**config.mk**
```make
export PLATFORM = sky130hd
export DESIGN_NAME = dual_comparator_control
export DESIGN_NICKNAME = d
export VERILOG_FILES = /design/src/result_sync.v /design/src/pwm_gate.v /design/src/dual_comparator_control.v
export VERILOG_INCLUDE_DIRS = /design/src
export SDC_FILE = /design/constraint.sdc
export NUM_CORES = 1
export LEC_CHECK = 0
export BUFFER_PORTS_ARGS = -buffer_cell sky130_fd_sc_hd__buf_2
export CORE_UTILIZATION = 52
export DETAILED_ROUTE_END_ITERATION = 6
export GPL_TIMING_DRIVEN = 0
export PLACE_DENSITY = 0.8
export SLEW_MARGIN = 20
export SYNTH_ARGS = -nofsm -noshare
export SYNTH_HDL_FRONTEND = slang
export SYNTH_SLANG_ARGS = --single-unit
```
**constraint.sdc**
```tcl
create_clock -name clock -period 2.41 [get_ports clock]
set_input_delay 0.241 -clock clock [delete_from_list [all_inputs] [get_ports clock]]
set_output_delay 0.241 -clock clock [all_outputs]
set_load 0.02 [all_outputs]
```
**src/comparator_map.vh**
```
// Notes on behaviour
// Result is high when the positive input is above the negative input.
// Result is low when the positive input is below the negative input.
// Enable clear: pins stay GPIO, comparator off; set: negative pin connected.
// Source select: 00 2V, 01 3V, 10 4V, 11 external positive pin.
// Result pin enable drives result onto pin, isolating GPIO; else GPIO.
// Live result bit 2 follows comparator output without latching.
// Edge select: 01 rising, 10 falling, 11 either, 00 reserved.
// Selected edge on the result sets the edge flag.
// Hardware never clears the edge flag; software writes zero.
// Enabled, flagged and interrupt-enabled comparator requests its vector; enables bits 5,4.
// Edge event with interrupt enabled wakes from idle, never from stop.
// Interrupt request rises in the same cycle the edge is detected.
// Link mode 00: comparator has no effect on PWM outputs.
// Link mode 01: linked PWM stopped while edge flag is set.
// Link mode 10: run on rising result, stop on falling result.
// Link mode 11: run on falling result, stop on rising result.
// Six select bits 7..2 of PWM-side config choose gated generators.
// Comparator result passes a two-stage synchronizer before use.
`ifndef COMPARATOR_MAP_VH
`define COMPARATOR_MAP_VH

// ----------------------------------------------------------------
// Register byte addresses
// ----------------------------------------------------------------
`define OFS_CMP0_CONTROL  12'h000
`define OFS_CMP1_CONTROL  12'h004
`define OFS_PWM_LINK      12'h008
`define OFS_P3_ANALOG     12'h00c
`define OFS_P2_ANALOG     12'h010
`define OFS_IRQ_ENABLE2   12'h014
`define OFS_IRQ_FLAGS2    12'h018
`define OFS_PWM_SIDE_CFG  12'h01c

// ----------------------------------------------------------------
// Field positions
// ----------------------------------------------------------------
`define BIT_ENABLE        7
`define BIT_SRC_HI        5
`define BIT_SRC_LO        4
`define BIT_PIN_EN        3
`define BIT_LIVE          2
`define BIT_EDGE_HI       1
`define BIT_EDGE_LO       0
`define BIT_IRQ_EN1       5
`define BIT_IRQ_EN0       4
`define BIT_FLAG1         4
`define BIT_FLAG0         3

// ----------------------------------------------------------------
// Reset values and writable masks
// ----------------------------------------------------------------
`define RST_BYTE          8'h00
`define MASK_CONTROL      8'hbb
`define MASK_LINK         8'h0f
`define MASK_P2           8'hf0
`define MASK_INTERRUPT_ENABLE_SECOND         8'h3e
`define MASK_INTERRUPT_FLAGS_SECOND       8'h07
`define MASK_PWM_SIDE     8'hfc

// ----------------------------------------------------------------
// Codes
// ----------------------------------------------------------------
`define SRC_2V            2'h0
`define SRC_3V            2'h1
`define SRC_4V            2'h2
`define SRC_PIN           2'h3
`define EDGE_RISE         2'h1
`define EDGE_FALL         2'h2
`define EDGE_BOTH         2'h3
`define LINK_NONE         2'h0
`define LINK_FLAG         2'h1
`define LINK_RISE_RUN     2'h2
`define LINK_FALL_RUN     2'h3

`endif

```
**src/result_sync.v**
```verilog
`timescale 1ns/1ps
`include "comparator_map.vh"

module result_sync
(
    input  wire clock,     // System clock
    input  wire rst_b,     // Async reset, active low
    input  wire clk_en,    // Freezes state while low
    input  wire async_in,  // Raw comparator output
    output wire sync_out,  // Synchronised level
    output wire rise,      // One-cycle rising pulse
    output wire fall       // One-cycle falling pulse
);

    reg meta_reg;
    reg sync_reg;
    reg prev_reg;

    // Only sync_reg reads the first stage
    always @(posedge clock or negedge rst_b)
    begin
        if (!rst_b)
        begin
            meta_reg <= 1'b0;
            sync_reg <= 1'b0;
            prev_reg <= 1'b0;
        end
        else if (clk_en)
        begin
            meta_reg <= async_in;
            sync_reg <= meta_reg;
            prev_reg <= sync_reg;
        end
    end

    assign sync_out = sync_reg;
    assign rise     = clk_en & sync_reg & ~prev_reg;
    assign fall     = clk_en & ~sync_reg & prev_reg;

endmodule

```
**src/pwm_gate.v**
```verilog
`timescale 1ns/1ps
`include "comparator_map.vh"

module pwm_gate
(
    input  wire       clock,      // System clock
    input  wire       rst_b,      // Async reset, active low
    input  wire       clk_en,     // Freezes state while low
    input  wire [1:0] link_mode,  // PWM link mode
    input  wire       flag,       // Edge flag of this comparator
    input  wire       rise,       // Synchronised rising pulse
    input  wire       fall,       // Synchronised falling pulse
    output wire       stop        // Stop request for linked PWMs
);

    reg run_reg;

    // In link modes 10 and 11 run state only changes on edges; modes 00 and 01 force it to run
    always @(posedge clock or negedge rst_b)
    begin
        if (!rst_b)
            run_reg <= 1'b1;
        else if (clk_en)
        begin
            if (link_mode == `LINK_RISE_RUN)
            begin
                if (rise)
                    run_reg <= 1'b1;
                else if (fall)
                    run_reg <= 1'b0;
            end
            else if (link_mode == `LINK_FALL_RUN)
            begin
                if (fall)
                    run_reg <= 1'b1;
                else if (rise)
                    run_reg <= 1'b0;
            end
            else
                run_reg <= 1'b1;
        end
    end

    assign stop = (link_mode == `LINK_NONE) ? 1'b0 :
                  (link_mode == `LINK_FLAG) ? flag :
                  ~run_reg;

endmodule

```
**src/dual_comparator_control.v**
```verilog
`timescale 1ns/1ps
`include "comparator_map.vh"

module dual_comparator_control
(
    input  wire        clock,           // System clock, 40 MHz
    input  wire        rst_b,           // Async reset, active low
    input  wire        clk_en,          // Freezes state while low
    input  wire        hsel,            // AHB slave select
    input  wire [11:0] haddr,           // AHB address
    input  wire [1:0]  htrans,          // AHB transfer type
    input  wire        hwrite,          // AHB write
    input  wire [2:0]  hsize,           // AHB size
    input  wire [31:0] hwdata,          // AHB write data
    input  wire        hready,          // AHB ready in
    output reg  [31:0] hrdata,          // AHB read data
    output wire        hreadyout,       // AHB ready out
    output wire        hresp,           // AHB response, always OKAY
    input  wire [1:0]  analog_result,   // Raw comparator outputs
    input  wire        idle_mode,       // System is in idle mode
    input  wire        stop_mode,       // System is in stop mode
    output wire [1:0]  comparator_on,   // Analog core enables
    output wire [3:0]  positive_source, // Source select, 2 bits each
    output wire [1:0]  input_pins_cmp,  // Input pins owned by comparator
    output wire [1:0]  result_pin_out,  // Result pin level
    output wire [1:0]  result_pin_oe_b, // Result pin enable, low drives
    output wire [1:0]  cmp_irq,         // Interrupt requests
    output wire        wake_up,         // Idle wake-up request
    output wire [2:0]  pwm_stop,        // Stop gate per PWM generator
    output wire [7:0]  p3_analog,       // Port 3 analog config
    output wire [7:0]  p2_analog        // Port 2 analog config
);

    // ----------------------------------------------------------------
    // Bus slave
    // ----------------------------------------------------------------
    reg [7:0]  ctl0_reg;
    reg [7:0]  ctl1_reg;
    reg [7:0]  link_reg;
    reg [7:0]  p3_reg;
    reg [7:0]  p2_reg;
    reg [7:0]  interrupt_enable_second_reg;
    reg [7:0]  interrupt_flags_second_reg;
    reg [7:0]  side_reg;
    reg [1:0]  flag_reg;
    reg        wr_pend_reg;
    reg [11:0] wr_addr_reg;

    wire       take = hsel & htrans[1] & hready;
    wire [7:0] wb   = hwdata[7:0];

    // Zero-wait slave: every transfer completes in its data phase
    assign hreadyout = 1'b1;
    assign hresp     = 1'b0;

    // ----------------------------------------------------------------
    // Comparator result paths
    // ----------------------------------------------------------------
    wire [1:0] sync_res;
    wire [1:0] rise;
    wire [1:0] fall;
    wire [1:0] stop_req;
    wire [1:0] enable;
    wire [1:0] edge_hit;
    wire [1:0] set_flag;
    wire [1:0] edge_code [0:1];

    assign enable       = {ctl1_reg[`BIT_ENABLE], ctl0_reg[`BIT_ENABLE]};
    assign edge_code[0] = ctl0_reg[`BIT_EDGE_HI:`BIT_EDGE_LO];
    assign edge_code[1] = ctl1_reg[`BIT_EDGE_HI:`BIT_EDGE_LO];

    genvar g;
    generate
        for (g = 0; g < 2; g = g + 1)
        begin : per_cmp
            // Disabled core reads as low so no spurious edges appear
            result_sync u_sync
            (
                .clock    (clock),
                .rst_b    (rst_b),
                .clk_en   (clk_en),
                .async_in (analog_result[g] & enable[g]),
                .sync_out (sync_res[g]),
                .rise     (rise[g]),
                .fall     (fall[g])
            );

            pwm_gate u_gate
            (
                .clock     (clock),
                .rst_b     (rst_b),
                .clk_en    (clk_en),
                .link_mode (link_reg[2*g+1:2*g]),
                .flag      (flag_reg[g]),
                .rise      (rise[g]),
                .fall      (fall[g]),
                .stop      (stop_req[g])
            );

            // Code 00 is reserved and triggers nothing
            assign edge_hit[g] = (edge_code[g] == `EDGE_RISE) ? rise[g] :
                                 (edge_code[g] == `EDGE_FALL) ? fall[g] :
                                 (edge_code[g] == `EDGE_BOTH) ? (rise[g] | fall[g]) :
                                 1'b0;
            assign set_flag[g] = enable[g] & edge_hit[g];
        end
    endgenerate

    // ----------------------------------------------------------------
    // Register writes
    // ----------------------------------------------------------------
    wire wr_now = wr_pend_reg & clk_en;
    wire wr_fl  = wr_now & (wr_addr_reg == `OFS_IRQ_FLAGS2);
    wire [1:0] sw_flag = {wb[`BIT_FLAG1], wb[`BIT_FLAG0]};

    always @(posedge clock or negedge rst_b)
    begin
        if (!rst_b)
        begin
            ctl0_reg    <= `RST_BYTE;
            ctl1_reg    <= `RST_BYTE;
            link_reg    <= `RST_BYTE;
            p3_reg      <= `RST_BYTE;
            p2_reg      <= `RST_BYTE;
            interrupt_enable_second_reg    <= `RST_BYTE;
            interrupt_flags_second_reg  <= `RST_BYTE;
            side_reg    <= `RST_BYTE;
            flag_reg    <= 2'h0;
            wr_pend_reg <= 1'b0;
            wr_addr_reg <= 12'h000;
        end
        else if (clk_en)
        begin
            wr_pend_reg <= take & hwrite;
            if (take)
                wr_addr_reg <= haddr;
            if (wr_now)
            begin
                case (wr_addr_reg)
                    `OFS_CMP0_CONTROL: ctl0_reg   <= wb & `MASK_CONTROL;
                    `OFS_CMP1_CONTROL: ctl1_reg   <= wb & `MASK_CONTROL;
                    `OFS_PWM_LINK:     link_reg   <= wb & `MASK_LINK;
                    `OFS_P3_ANALOG:    p3_reg     <= wb;
                    `OFS_P2_ANALOG:    p2_reg     <= wb & `MASK_P2;
                    `OFS_IRQ_ENABLE2:  interrupt_enable_second_reg   <= wb & `MASK_INTERRUPT_ENABLE_SECOND;
                    `OFS_IRQ_FLAGS2:   interrupt_flags_second_reg <= wb & `MASK_INTERRUPT_FLAGS_SECOND;
                    `OFS_PWM_SIDE_CFG: side_reg   <= wb & `MASK_PWM_SIDE;
                    default:           interrupt_flags_second_reg <= interrupt_flags_second_reg;
                endcase
            end
            // Only software zeroes a flag, and a set in the same cycle wins
            flag_reg <= set_flag | (wr_fl ? (flag_reg & sw_flag) : flag_reg);
        end
    end

    // ----------------------------------------------------------------
    // Read data
    // ----------------------------------------------------------------
    reg [11:0] rd_addr_reg;
    reg [7:0]  rd_byte;

    always @(posedge clock or negedge rst_b)
    begin
        if (!rst_b)
            rd_addr_reg <= 12'h000;
        else if (clk_en)
        begin
            if (take)
                rd_addr_reg <= haddr;
        end
    end

    // Decode the address phase itself, so the word stands for the whole data phase
    wire [11:0] rd_sel = take ? haddr : rd_addr_reg;

    // Live bit is sampled as it stands, never held in a shadow copy
    always @*
    begin
        rd_byte = 8'h00;
        case (rd_sel)
            `OFS_CMP0_CONTROL:
            begin
                rd_byte            = ctl0_reg;
                rd_byte[`BIT_LIVE] = sync_res[0];
            end
            `OFS_CMP1_CONTROL:
            begin
                rd_byte            = ctl1_reg;
                rd_byte[`BIT_LIVE] = sync_res[1];
            end
            `OFS_PWM_LINK:     rd_byte = link_reg;
            `OFS_P3_ANALOG:    rd_byte = p3_reg;
            `OFS_P2_ANALOG:    rd_byte = p2_reg;
            `OFS_IRQ_ENABLE2:  rd_byte = interrupt_enable_second_reg;
            `OFS_IRQ_FLAGS2:
            begin
                rd_byte             = interrupt_flags_second_reg;
                rd_byte[`BIT_FLAG1] = flag_reg[1];
                rd_byte[`BIT_FLAG0] = flag_reg[0];
            end
            `OFS_PWM_SIDE_CFG: rd_byte = side_reg;
            default:           rd_byte = 8'h00;
        endcase
    end

    // Data output stays registered: read data is loaded at the address phase
    always @(posedge clock or negedge rst_b)
    begin
        if (!rst_b)
            hrdata <= 32'h00000000;
        else if (clk_en)
            hrdata <= {24'h000000, rd_byte};
    end

    // ----------------------------------------------------------------
    // Interrupt, wake-up and pin control
    // ----------------------------------------------------------------
    wire [1:0] irq_en = {interrupt_enable_second_reg[`BIT_IRQ_EN1], interrupt_enable_second_reg[`BIT_IRQ_EN0]};

    // Request includes the setting pulse, so it rises with the detection
    assign cmp_irq = enable & irq_en & (flag_reg | set_flag);  // see R10

    // Stop mode is masked here: an edge seen in stop mode still sets the flag but never wakes
    assign wake_up = idle_mode & ~stop_mode & |(enable & irq_en & set_flag);

    assign comparator_on   = enable;  // see R01
    assign input_pins_cmp  = enable;
    assign positive_source = {ctl1_reg[`BIT_SRC_HI:`BIT_SRC_LO],
                              ctl0_reg[`BIT_SRC_HI:`BIT_SRC_LO]};

    wire [1:0] pin_en = enable & {ctl1_reg[`BIT_PIN_EN], ctl0_reg[`BIT_PIN_EN]};
    assign result_pin_out  = sync_res & pin_en;
    assign result_pin_oe_b = ~pin_en;

    // Bits 7..2 pair by generator: {gen3 c1,gen3 c0,gen2 c1,gen2 c0,gen1 c1,gen1 c0}
    genvar p;
    generate
        for (p = 0; p < 3; p = p + 1)
        begin : per_pwm
            assign pwm_stop[p] = (side_reg[2*p+2] & stop_req[0]) |
                                 (side_reg[2*p+3] & stop_req[1]);
        end
    endgenerate

    assign p3_analog = p3_reg;
    assign p2_analog = p2_reg;

endmodule

```
==> qor.txt, run 1 <==
Status: complete, no violations
Initial antenna violation count: 0
Via count: 3509
Final setup skew: 0.007126 ns
Worst reg-to-reg path cell count: 6
Minimum clock period: 2.237 ns
Leakage power: 2.712 nW
Worst skew pair latency: 0.36 ns
Slew HR: 53.50%
Yosys top cell area share: 47.87%
Worst hold margin: 0.1083 ns
Finish-stage setup viols: 0
Share of layout cells above drive strength 1: 35.34%
Avg Inst Size Synth: 10.36 sq um
Mapped Cells: 419
Hold Crit Depth: 3
Yosys cell types: 46
Most used DFF post-synth: dfrtp_1
Worst path required time: 2.69 ns
Final period util: 92.83%
ANT cells: 0
MaxCap Viol Count: 0
First-iteration detailed-routing DRC count: 307
Final non-filler cell total: 634
Final Hold Fails: 0
Wirelength, routed: 10670 um
Drt pass-1 iters: 5
Total die area: 0.008714 sq mm
Htree depth: 3
Hold crit path type: in2reg
Worst Hold End: wr_addr_reg[7]
Clock-pin slew on the worst setup and hold paths: 0.08 ns
GR Util met1: 35.07%
Max VDD drop: 0.3671 mV
PnR Total Power: 0.003081 W
Initial core utilization: 55.01%
Max clock buf depth: 2
Flops & latches, synth: 85
Top cells by count, synth: nand2_1, dfrtp_1, mux2_2, buf_4, nor2_1
Root Driver: clkbuf_8
Core ar.: 0.007888 sq mm
Area grow syn2layout: 18.94%
Gr ovfl total: 0
Core Rows: 32
Bufs and invs on worst path: 0
CP arrival: 2.52 ns
Asr flop ratio synth: 100.0%
FMAX: 0.4470 GHz
Sequential fraction of the synthesis area: 49.08%
Top-Level Pins: 127
Die W: 93.35 um
Critical Path End Type: flop
Critical path cell sequence: nor4_2 -> nand4b_1 -> a211oi_2 -> and2_1 -> a22oi_1 -> o211ai_1
Cts bufs inserted: 9
RSZ-0062 raised after global routing: no
Actual slew at the worst max-slew pin: 0.6937 ns
Detailed Place HPWL: 7731 um
CTS tree: yes
Largest net degree at the start of global routing: 51
Slew Viols, Final: 0
Final net count: 587
GR Layer Usage met3: 4.390%
Family with the most delay on the worst path: simple AND/OR/NAND/NOR gates
Slowest cell on crit path: nor4_2
WL/cell: 16.82 um
M2 GR Usage: 41.73%
Post-CTS Setup Repair Bufs: 0
Die Ht: 93.35 um
Finished layout cell area: 0.005161 sq mm
I/O Buffers: 68
Placed Area: 0.004935 sq mm
Cell Area, Synth: 0.004339 sq mm
CP Launch Type: flop
Placed insts: 618
Number of global-route vias before repair: 3316
Slowest stage delay, CP: 0.52 ns
CTS sink cnt: 85
Top cells by area, synth: dfrtp_1, mux2_2, nand2_1, buf_4, mux2_4
Most frequent cell after synthesis: nand2_1
Vias per cell: 5.535
HP Start: haddr[7]
Synth warn: 0
Final ANT Viol Nets: 0
Yosys top cell by area: dfrtp_1
Gpl congestion: 0.8753
Fin Setup TNS: 0 ns
Reg-to-Reg Start: rd_addr_reg[8]
FF-to-FF setup slack: 0.17 ns
Drt drc: 0
First-pass GRT wire length: 16990 um
Crit path max fanout: 4
Number of flops mapped to enable cells by yosys: 0
Worst setup path class: reg2reg
Reg2Reg Capture Point: hrdata[3]
PwrDens: 597.0 mW/mm^2
Total Routing Usage GR: 26.22%
GR peak layer: met2
## routing by layer
metal | vias up | share of wire (%)
met5 | - | 0
met4 | 0 | 2.8
met3 | 27 | 7.4
met2 | 158 | 48
met1 | 1708 | 42
li1 | 1616 | -
## logic make-up (layout without fill, tap and decap cells)
logic type,Yosys count,count (layout),synth area share (%)
simple gates,158,158,17.13
flops,85,85,49.08
mux,60,60,16.15
compound gates,57,57,9.025
buf+inv,57,142,8.449
other cells,2,30,0.1731
## placed cells by master (no fill, tap or decap), types with 2 or more instances in the layout
cell | netlist | layout
a21o_1 | 3 | 3
a21oi_1 | 10 | 9
a22o_1 | 5 | 5
a22oi_1 | 8 | 8
a32oi_1 | 3 | 3
and3_1 | 4 | 4
buf_2 | 2 | 69
buf_4 | 38 | 39
clkbuf_1 | 8 | 9
clkbuf_8 | 0 | 11
clkinvlp_4 | 0 | 2
conb_1 | 2 | 30
dfrtp_1 | 83 | 83
dfstp_2 | 2 | 2
inv_1 | 8 | 8
mux2_2 | 46 | 46
mux2_4 | 6 | 6
mux2i_1 | 7 | 7
nand2_1 | 95 | 95
nand2b_1 | 3 | 3
nand3_1 | 12 | 12
nand4_1 | 7 | 7
nand4b_1 | 2 | 2
nor2_1 | 14 | 14
nor3_1 | 5 | 5
nor3_2 | 2 | 2
nor3b_1 | 2 | 2
nor4_2 | 2 | 2
o211ai_1 | 3 | 3
o21ai_0 | 11 | 11
o22ai_1 | 4 | 4
o2bb2ai_1 | 4 | 4
or3_1 | 2 | 2
## worst max path at each step
| stage | cells past startpoint | end | from |
|---|---|---|---|
| 6_report | 6 | hrdata[3] | rd_addr_reg[8] |
| 5_1_grt | 6 | hrdata[3] | rd_addr_reg[8] |
| 4_1_cts | 6 | hrdata[4] | rd_addr_reg[8] |
| 3_5_place_dp | 7 | hrdata[1] | haddr[8] |
| 3_3_place_gp | 7 | hrdata[3] | haddr[8] |
| 2_1_floorplan | 6 | ctl0_reg[0] | wr_addr_reg[0] |
## metrics by stage
step / utilization (%) / setup slack [ns]
floorplan: - / 0.5468
global placement: 62.28 / 0.1583
detailed placement: 62.56 / 0.1855
CTS: 65.23 / 0.1468
global route: 65.43 / 0.03254
finish: 65.43 / 0.1729
## cell type report
class,count,area (sq um)
fill,647,2726
sequential,85,2130
multi-input combinational,305,1964
timing repair buffer,70,372.9
buffer,49,336.6
clock buffer,12,155.1
tap,102,127.6
clock inverter,3,45.04
inverter,8,30.03
## worst reg2reg max path: stages (launching register included)
cell	delay, ns
dfrtp_1	0.39
nor4_2	0.52
nand4b_1	0.34
a211oi_2	0.43
and2_1	0.25
a22oi_1	0.09
o211ai_1	0.13
## power breakdown
part / total (W) / internal [W] / switching [W] / leakage (nW)
clock network: 0.00103 / 0.000530 / 0.000495 / 0.0947
logic: 0.000448 / 0.000175 / 0.000273 / 1.48
registers: 0.00161 / 0.00152 / 0.0000898 / 1.14
total: 0.00308 / 0.00222 / 0.000858 / 2.71
## repair_timing
action,4_1_cts,5_1_grt
resized for setup,0,3
hold endpoints to repair,49,0
endpoints found under the setup margin,0,4
hold buffers,1,0
(Power assumes the default switching activity.)
==> run 2: changes to the inputs <==
ABC_AREA = 1   (was default)
CORE_UTILIZATION = 53   (was 52)
PLACE_DENSITY = 0.81   (was 0.8)
SLEW_MARGIN = 15   (was 20)
==> run 2 against run 1 <==
  * Sequential share of layout area fell by 1.6 points
  * Die area rose by 3.0%
  * Synthesized area rose by 5.0%
  * Clock power rose by 7%
  * Routed wire length rose by 6.3%
  * Highest routed layer unchanged
==> qor.txt, run 2 <==
ANT cells: 0 (unchanged)
Final ANT Viol Nets: 0 (unchanged)
Sequential fraction of the synthesis area: 46.73% (was 49.08%)
Finish-stage setup viols: 0 (unchanged)
Final net count: 748 (was 587)
Worst Hold End: wr_pend_reg (was wr_addr_reg[7])
Cts bufs inserted: 9 (unchanged)
Register Area: 0.002130 sq mm (unchanged)
Fill cells: 750 (was 647)
Most frequent cell after synthesis: nand2_1 (unchanged)
Reg-to-Reg Start: wr_addr_reg[7] (was rd_addr_reg[8])
Most common cell after layout, fill and taps aside: nand2_1 (unchanged)
Synth warn: 0 (unchanged)
Gpl congestion: 0.9370 (was 0.8753)
Minimum clock period: 2.170 ns (was 2.237 ns)
Top-Level Pins: 127 (unchanged)
I/O Buffers: 65 (was 68)
Slew HR: 61.72% (was 53.50%)
CTS sink cnt: 85 (unchanged)
Area grow syn2layout: 17.90% (was 18.94%)
CTS Hold Bufs: 1 (unchanged)
First-pass GRT wire length: 18700 um (was 16990 um)
Total Routing Usage GR: 27.48% (was 26.22%)
Vias per cell: 5.306 (was 5.535)
PwrDens: 600.5 mW/mm^2 (was 597.0 mW/mm^2)
Drt pass-1 iters: 5 (unchanged)
Hold Crit Depth: 3 (unchanged)
FMAX: 0.4607 GHz (was 0.4470 GHz)
Actual slew at the worst max-slew pin: 0.5699 ns (was 0.6937 ns)
Fin Setup TNS: 0 ns (unchanged)
Hold crit path type: in2reg (unchanged)
Top cells by area, synth: dfrtp_1, nand2_1, o21ai_0, buf_4, inv_1 (was dfrtp_1, mux2_2, nand2_1, buf_4, mux2_4)
Finished layout cell area: 0.005373 sq mm (was 0.005161 sq mm)
Critical Path End Type: output pin (was flop)
Final setup skew: 0.01625 ns (was 0.007126 ns)
Final Hold Fails: 0 (unchanged)
Max clock buf depth: 2 (unchanged)
PnR Total Power: 0.003226 W (was 0.003081 W)
Crit path max fanout: 4 (unchanged)
Final period util: 90.06% (was 92.83%)
Largest net degree at the start of global routing: 52 (was 51)
Worst reg-to-reg path cell count: 7 (was 6)
WL/cell: 14.21 um (was 16.82 um)
Top cells by count, synth: nand2_1, dfrtp_1, o21ai_0, inv_1, nand3_1 (was nand2_1, dfrtp_1, mux2_2, buf_4, nor2_1)
Post-CTS Resized: 0 (unchanged)
Via count: 4234 (was 3509)
Worst skew pair latency: 0.36 ns (about the same)
First-iteration detailed-routing DRC count: 353 (was 307)
HP Start: hwrite (was haddr[7])
FF-to-FF setup slack: 0.47 ns (was 0.17 ns)
Post-CTS Setup Repair Bufs: 0 (unchanged)
CP Launch Type: flop (unchanged)
Total die area: 0.008973 sq mm (was 0.008714 sq mm)
Die W: 94.73 um (was 93.35 um)
Core ar.: 0.008258 sq mm (was 0.007888 sq mm)
CP arrival: 1.93 ns (was 2.52 ns)
Detailed Place HPWL: 8569 um (was 7731 um)
Yosys top cell by area: dfrtp_1 (unchanged)
Avg Inst Size Synth: 7.816 sq um (was 10.36 sq um)
Core Rows: 33 (was 32)
Most frequent cells in the layout: nand2_1, dfrtp_1, o21ai_0 (was nand2_1, dfrtp_1, buf_2)
Most used DFF post-synth: dfrtp_1 (unchanged)
RSZ-0062 raised after global routing: no (unchanged)
Initial core utilization: 55.18% (was 55.01%)
Yosys cell types: 30 (was 46)
Reg2Reg Capture Point: p3_analog[0] (was hrdata[3])
Multi-input logic area: 0.001919 sq mm (was 0.001964 sq mm)
CTS tree: yes (unchanged)
Number of flops mapped to enable cells by yosys: 0 (unchanged)
Status: complete, no violations (unchanged)
Number of global-route vias before repair: 3865 (was 3316)
Share of layout cells above drive strength 1: 21.65% (was 35.34%)
Cell Area, Synth: 0.004557 sq mm (was 0.004339 sq mm)
Die Ht: 94.73 um (was 93.35 um)
Htree depth: 3 (unchanged)
Worst Setup SP: per_cmp[1].u_sync.sync_out (was rd_addr_reg[8])
Wirelength, routed: 11340 um (was 10670 um)
Placed Area: 0.005149 sq mm (was 0.004935 sq mm)
Worst path required time: 2.17 ns (was 2.69 ns)
Root Driver: clkbuf_8 (unchanged)
Worst setup path class: reg2out (was reg2reg)
Max VDD drop: 0.4251 mV (was 0.3671 mV)
Mapped Cells: 583 (was 419)
Gr ovfl total: 0 (unchanged)
Slew Viols, Final: 0 (unchanged)
Flops & latches, synth: 85 (unchanged)
Leakage power: 2.846 nW (was 2.712 nW)
Clock-pin slew on the worst setup and hold paths: 0.08 ns (about the same)
Yosys top cell area share: 45.58% (was 47.87%)
Initial antenna violation count: 0 (unchanged)
Drt drc: 0 (unchanged)
MaxCap Viol Count: 0 (unchanged)
Asr flop ratio synth: 100.0% (unchanged)
## run 2: critical path, stage by stage (launching register included)
cell,delay (ns)
dfrtp_1,0.44
inv_1,0.12
nand3_1,0.15
o22ai_1,0.29
nand2_1,0.10
o21ai_0,0.15
nand2_1,0.06
nor2_1,0.08
buf_2,0.16
## run 2: logic make-up after synthesis
family          count (synthesis)  share of synthesized area [%]
simple gates                  293                          29.24
compound gates                 88                          10.41
other cells                     2                         0.1648
flops                          85                          46.73
buf+inv                       115                          13.45
## run 2: area by class of cell
cell class	instances	area share (%)
Clock inverter	4	1.351
Multi-Input combinational cell	411	35.72
Inverter	59	4.122
Buffer	56	7.289
Timing Repair Buffer	67	6.800
Clock buffer	11	2.632
Sequential cell	85	39.64
Tap cell	105	2.445
## run 2: power breakdown
| group | internal [W] | total [W] | switching [W] |
|---|---|---|---|
| clock | 0.000605 | 0.00110 | 0.000495 |
| sequential | 0.00151 | 0.00155 | 0.0000434 |
| combinational | 0.000176 | 0.000573 | 0.000397 |
## run 2: metrics by stage
step | worst slack (ns) | hold WS (ns) | cells | utilization, %
6_report | 0.2396 | 0.1085 | 798 | 65.06
5_1_grt | 0.01781 | 0.09970 | 798 | 65.06
3_5_place_dp | 0.4161 | 0.2165 | 782 | 62.35
4_1_cts | 0.2328 | 0.09847 | 798 | 65.06
3_3_place_gp | 0.4503 | 0.4562 | 781 | 61.98
2_1_floorplan | 0.8164 | -0.05459 | 611 | -
## run 2: how the worst max path moves through the flow
stage,end,slack [ns],depth (start not counted)
finish,wake_up,0.24,8
global route,wake_up,0.02,8
CTS,wake_up,0.23,8
detailed placement,wake_up,0.42,9
global placement,wake_up,0.45,9
floorplan,wake_up,0.82,7
## run 2: routing by layer
layer  global-route usage [%]  wire, um  share of wire (%)  vias to the layer above
li1                         -         -                  -                     2033
met1                    37.41      4968                 44                     1975
met2                    44.42      5229                 46                      203
met3                    4.187       893                7.9                       23
met4                    10.23       249                2.2                        0
met5                        0         0                  0                        -
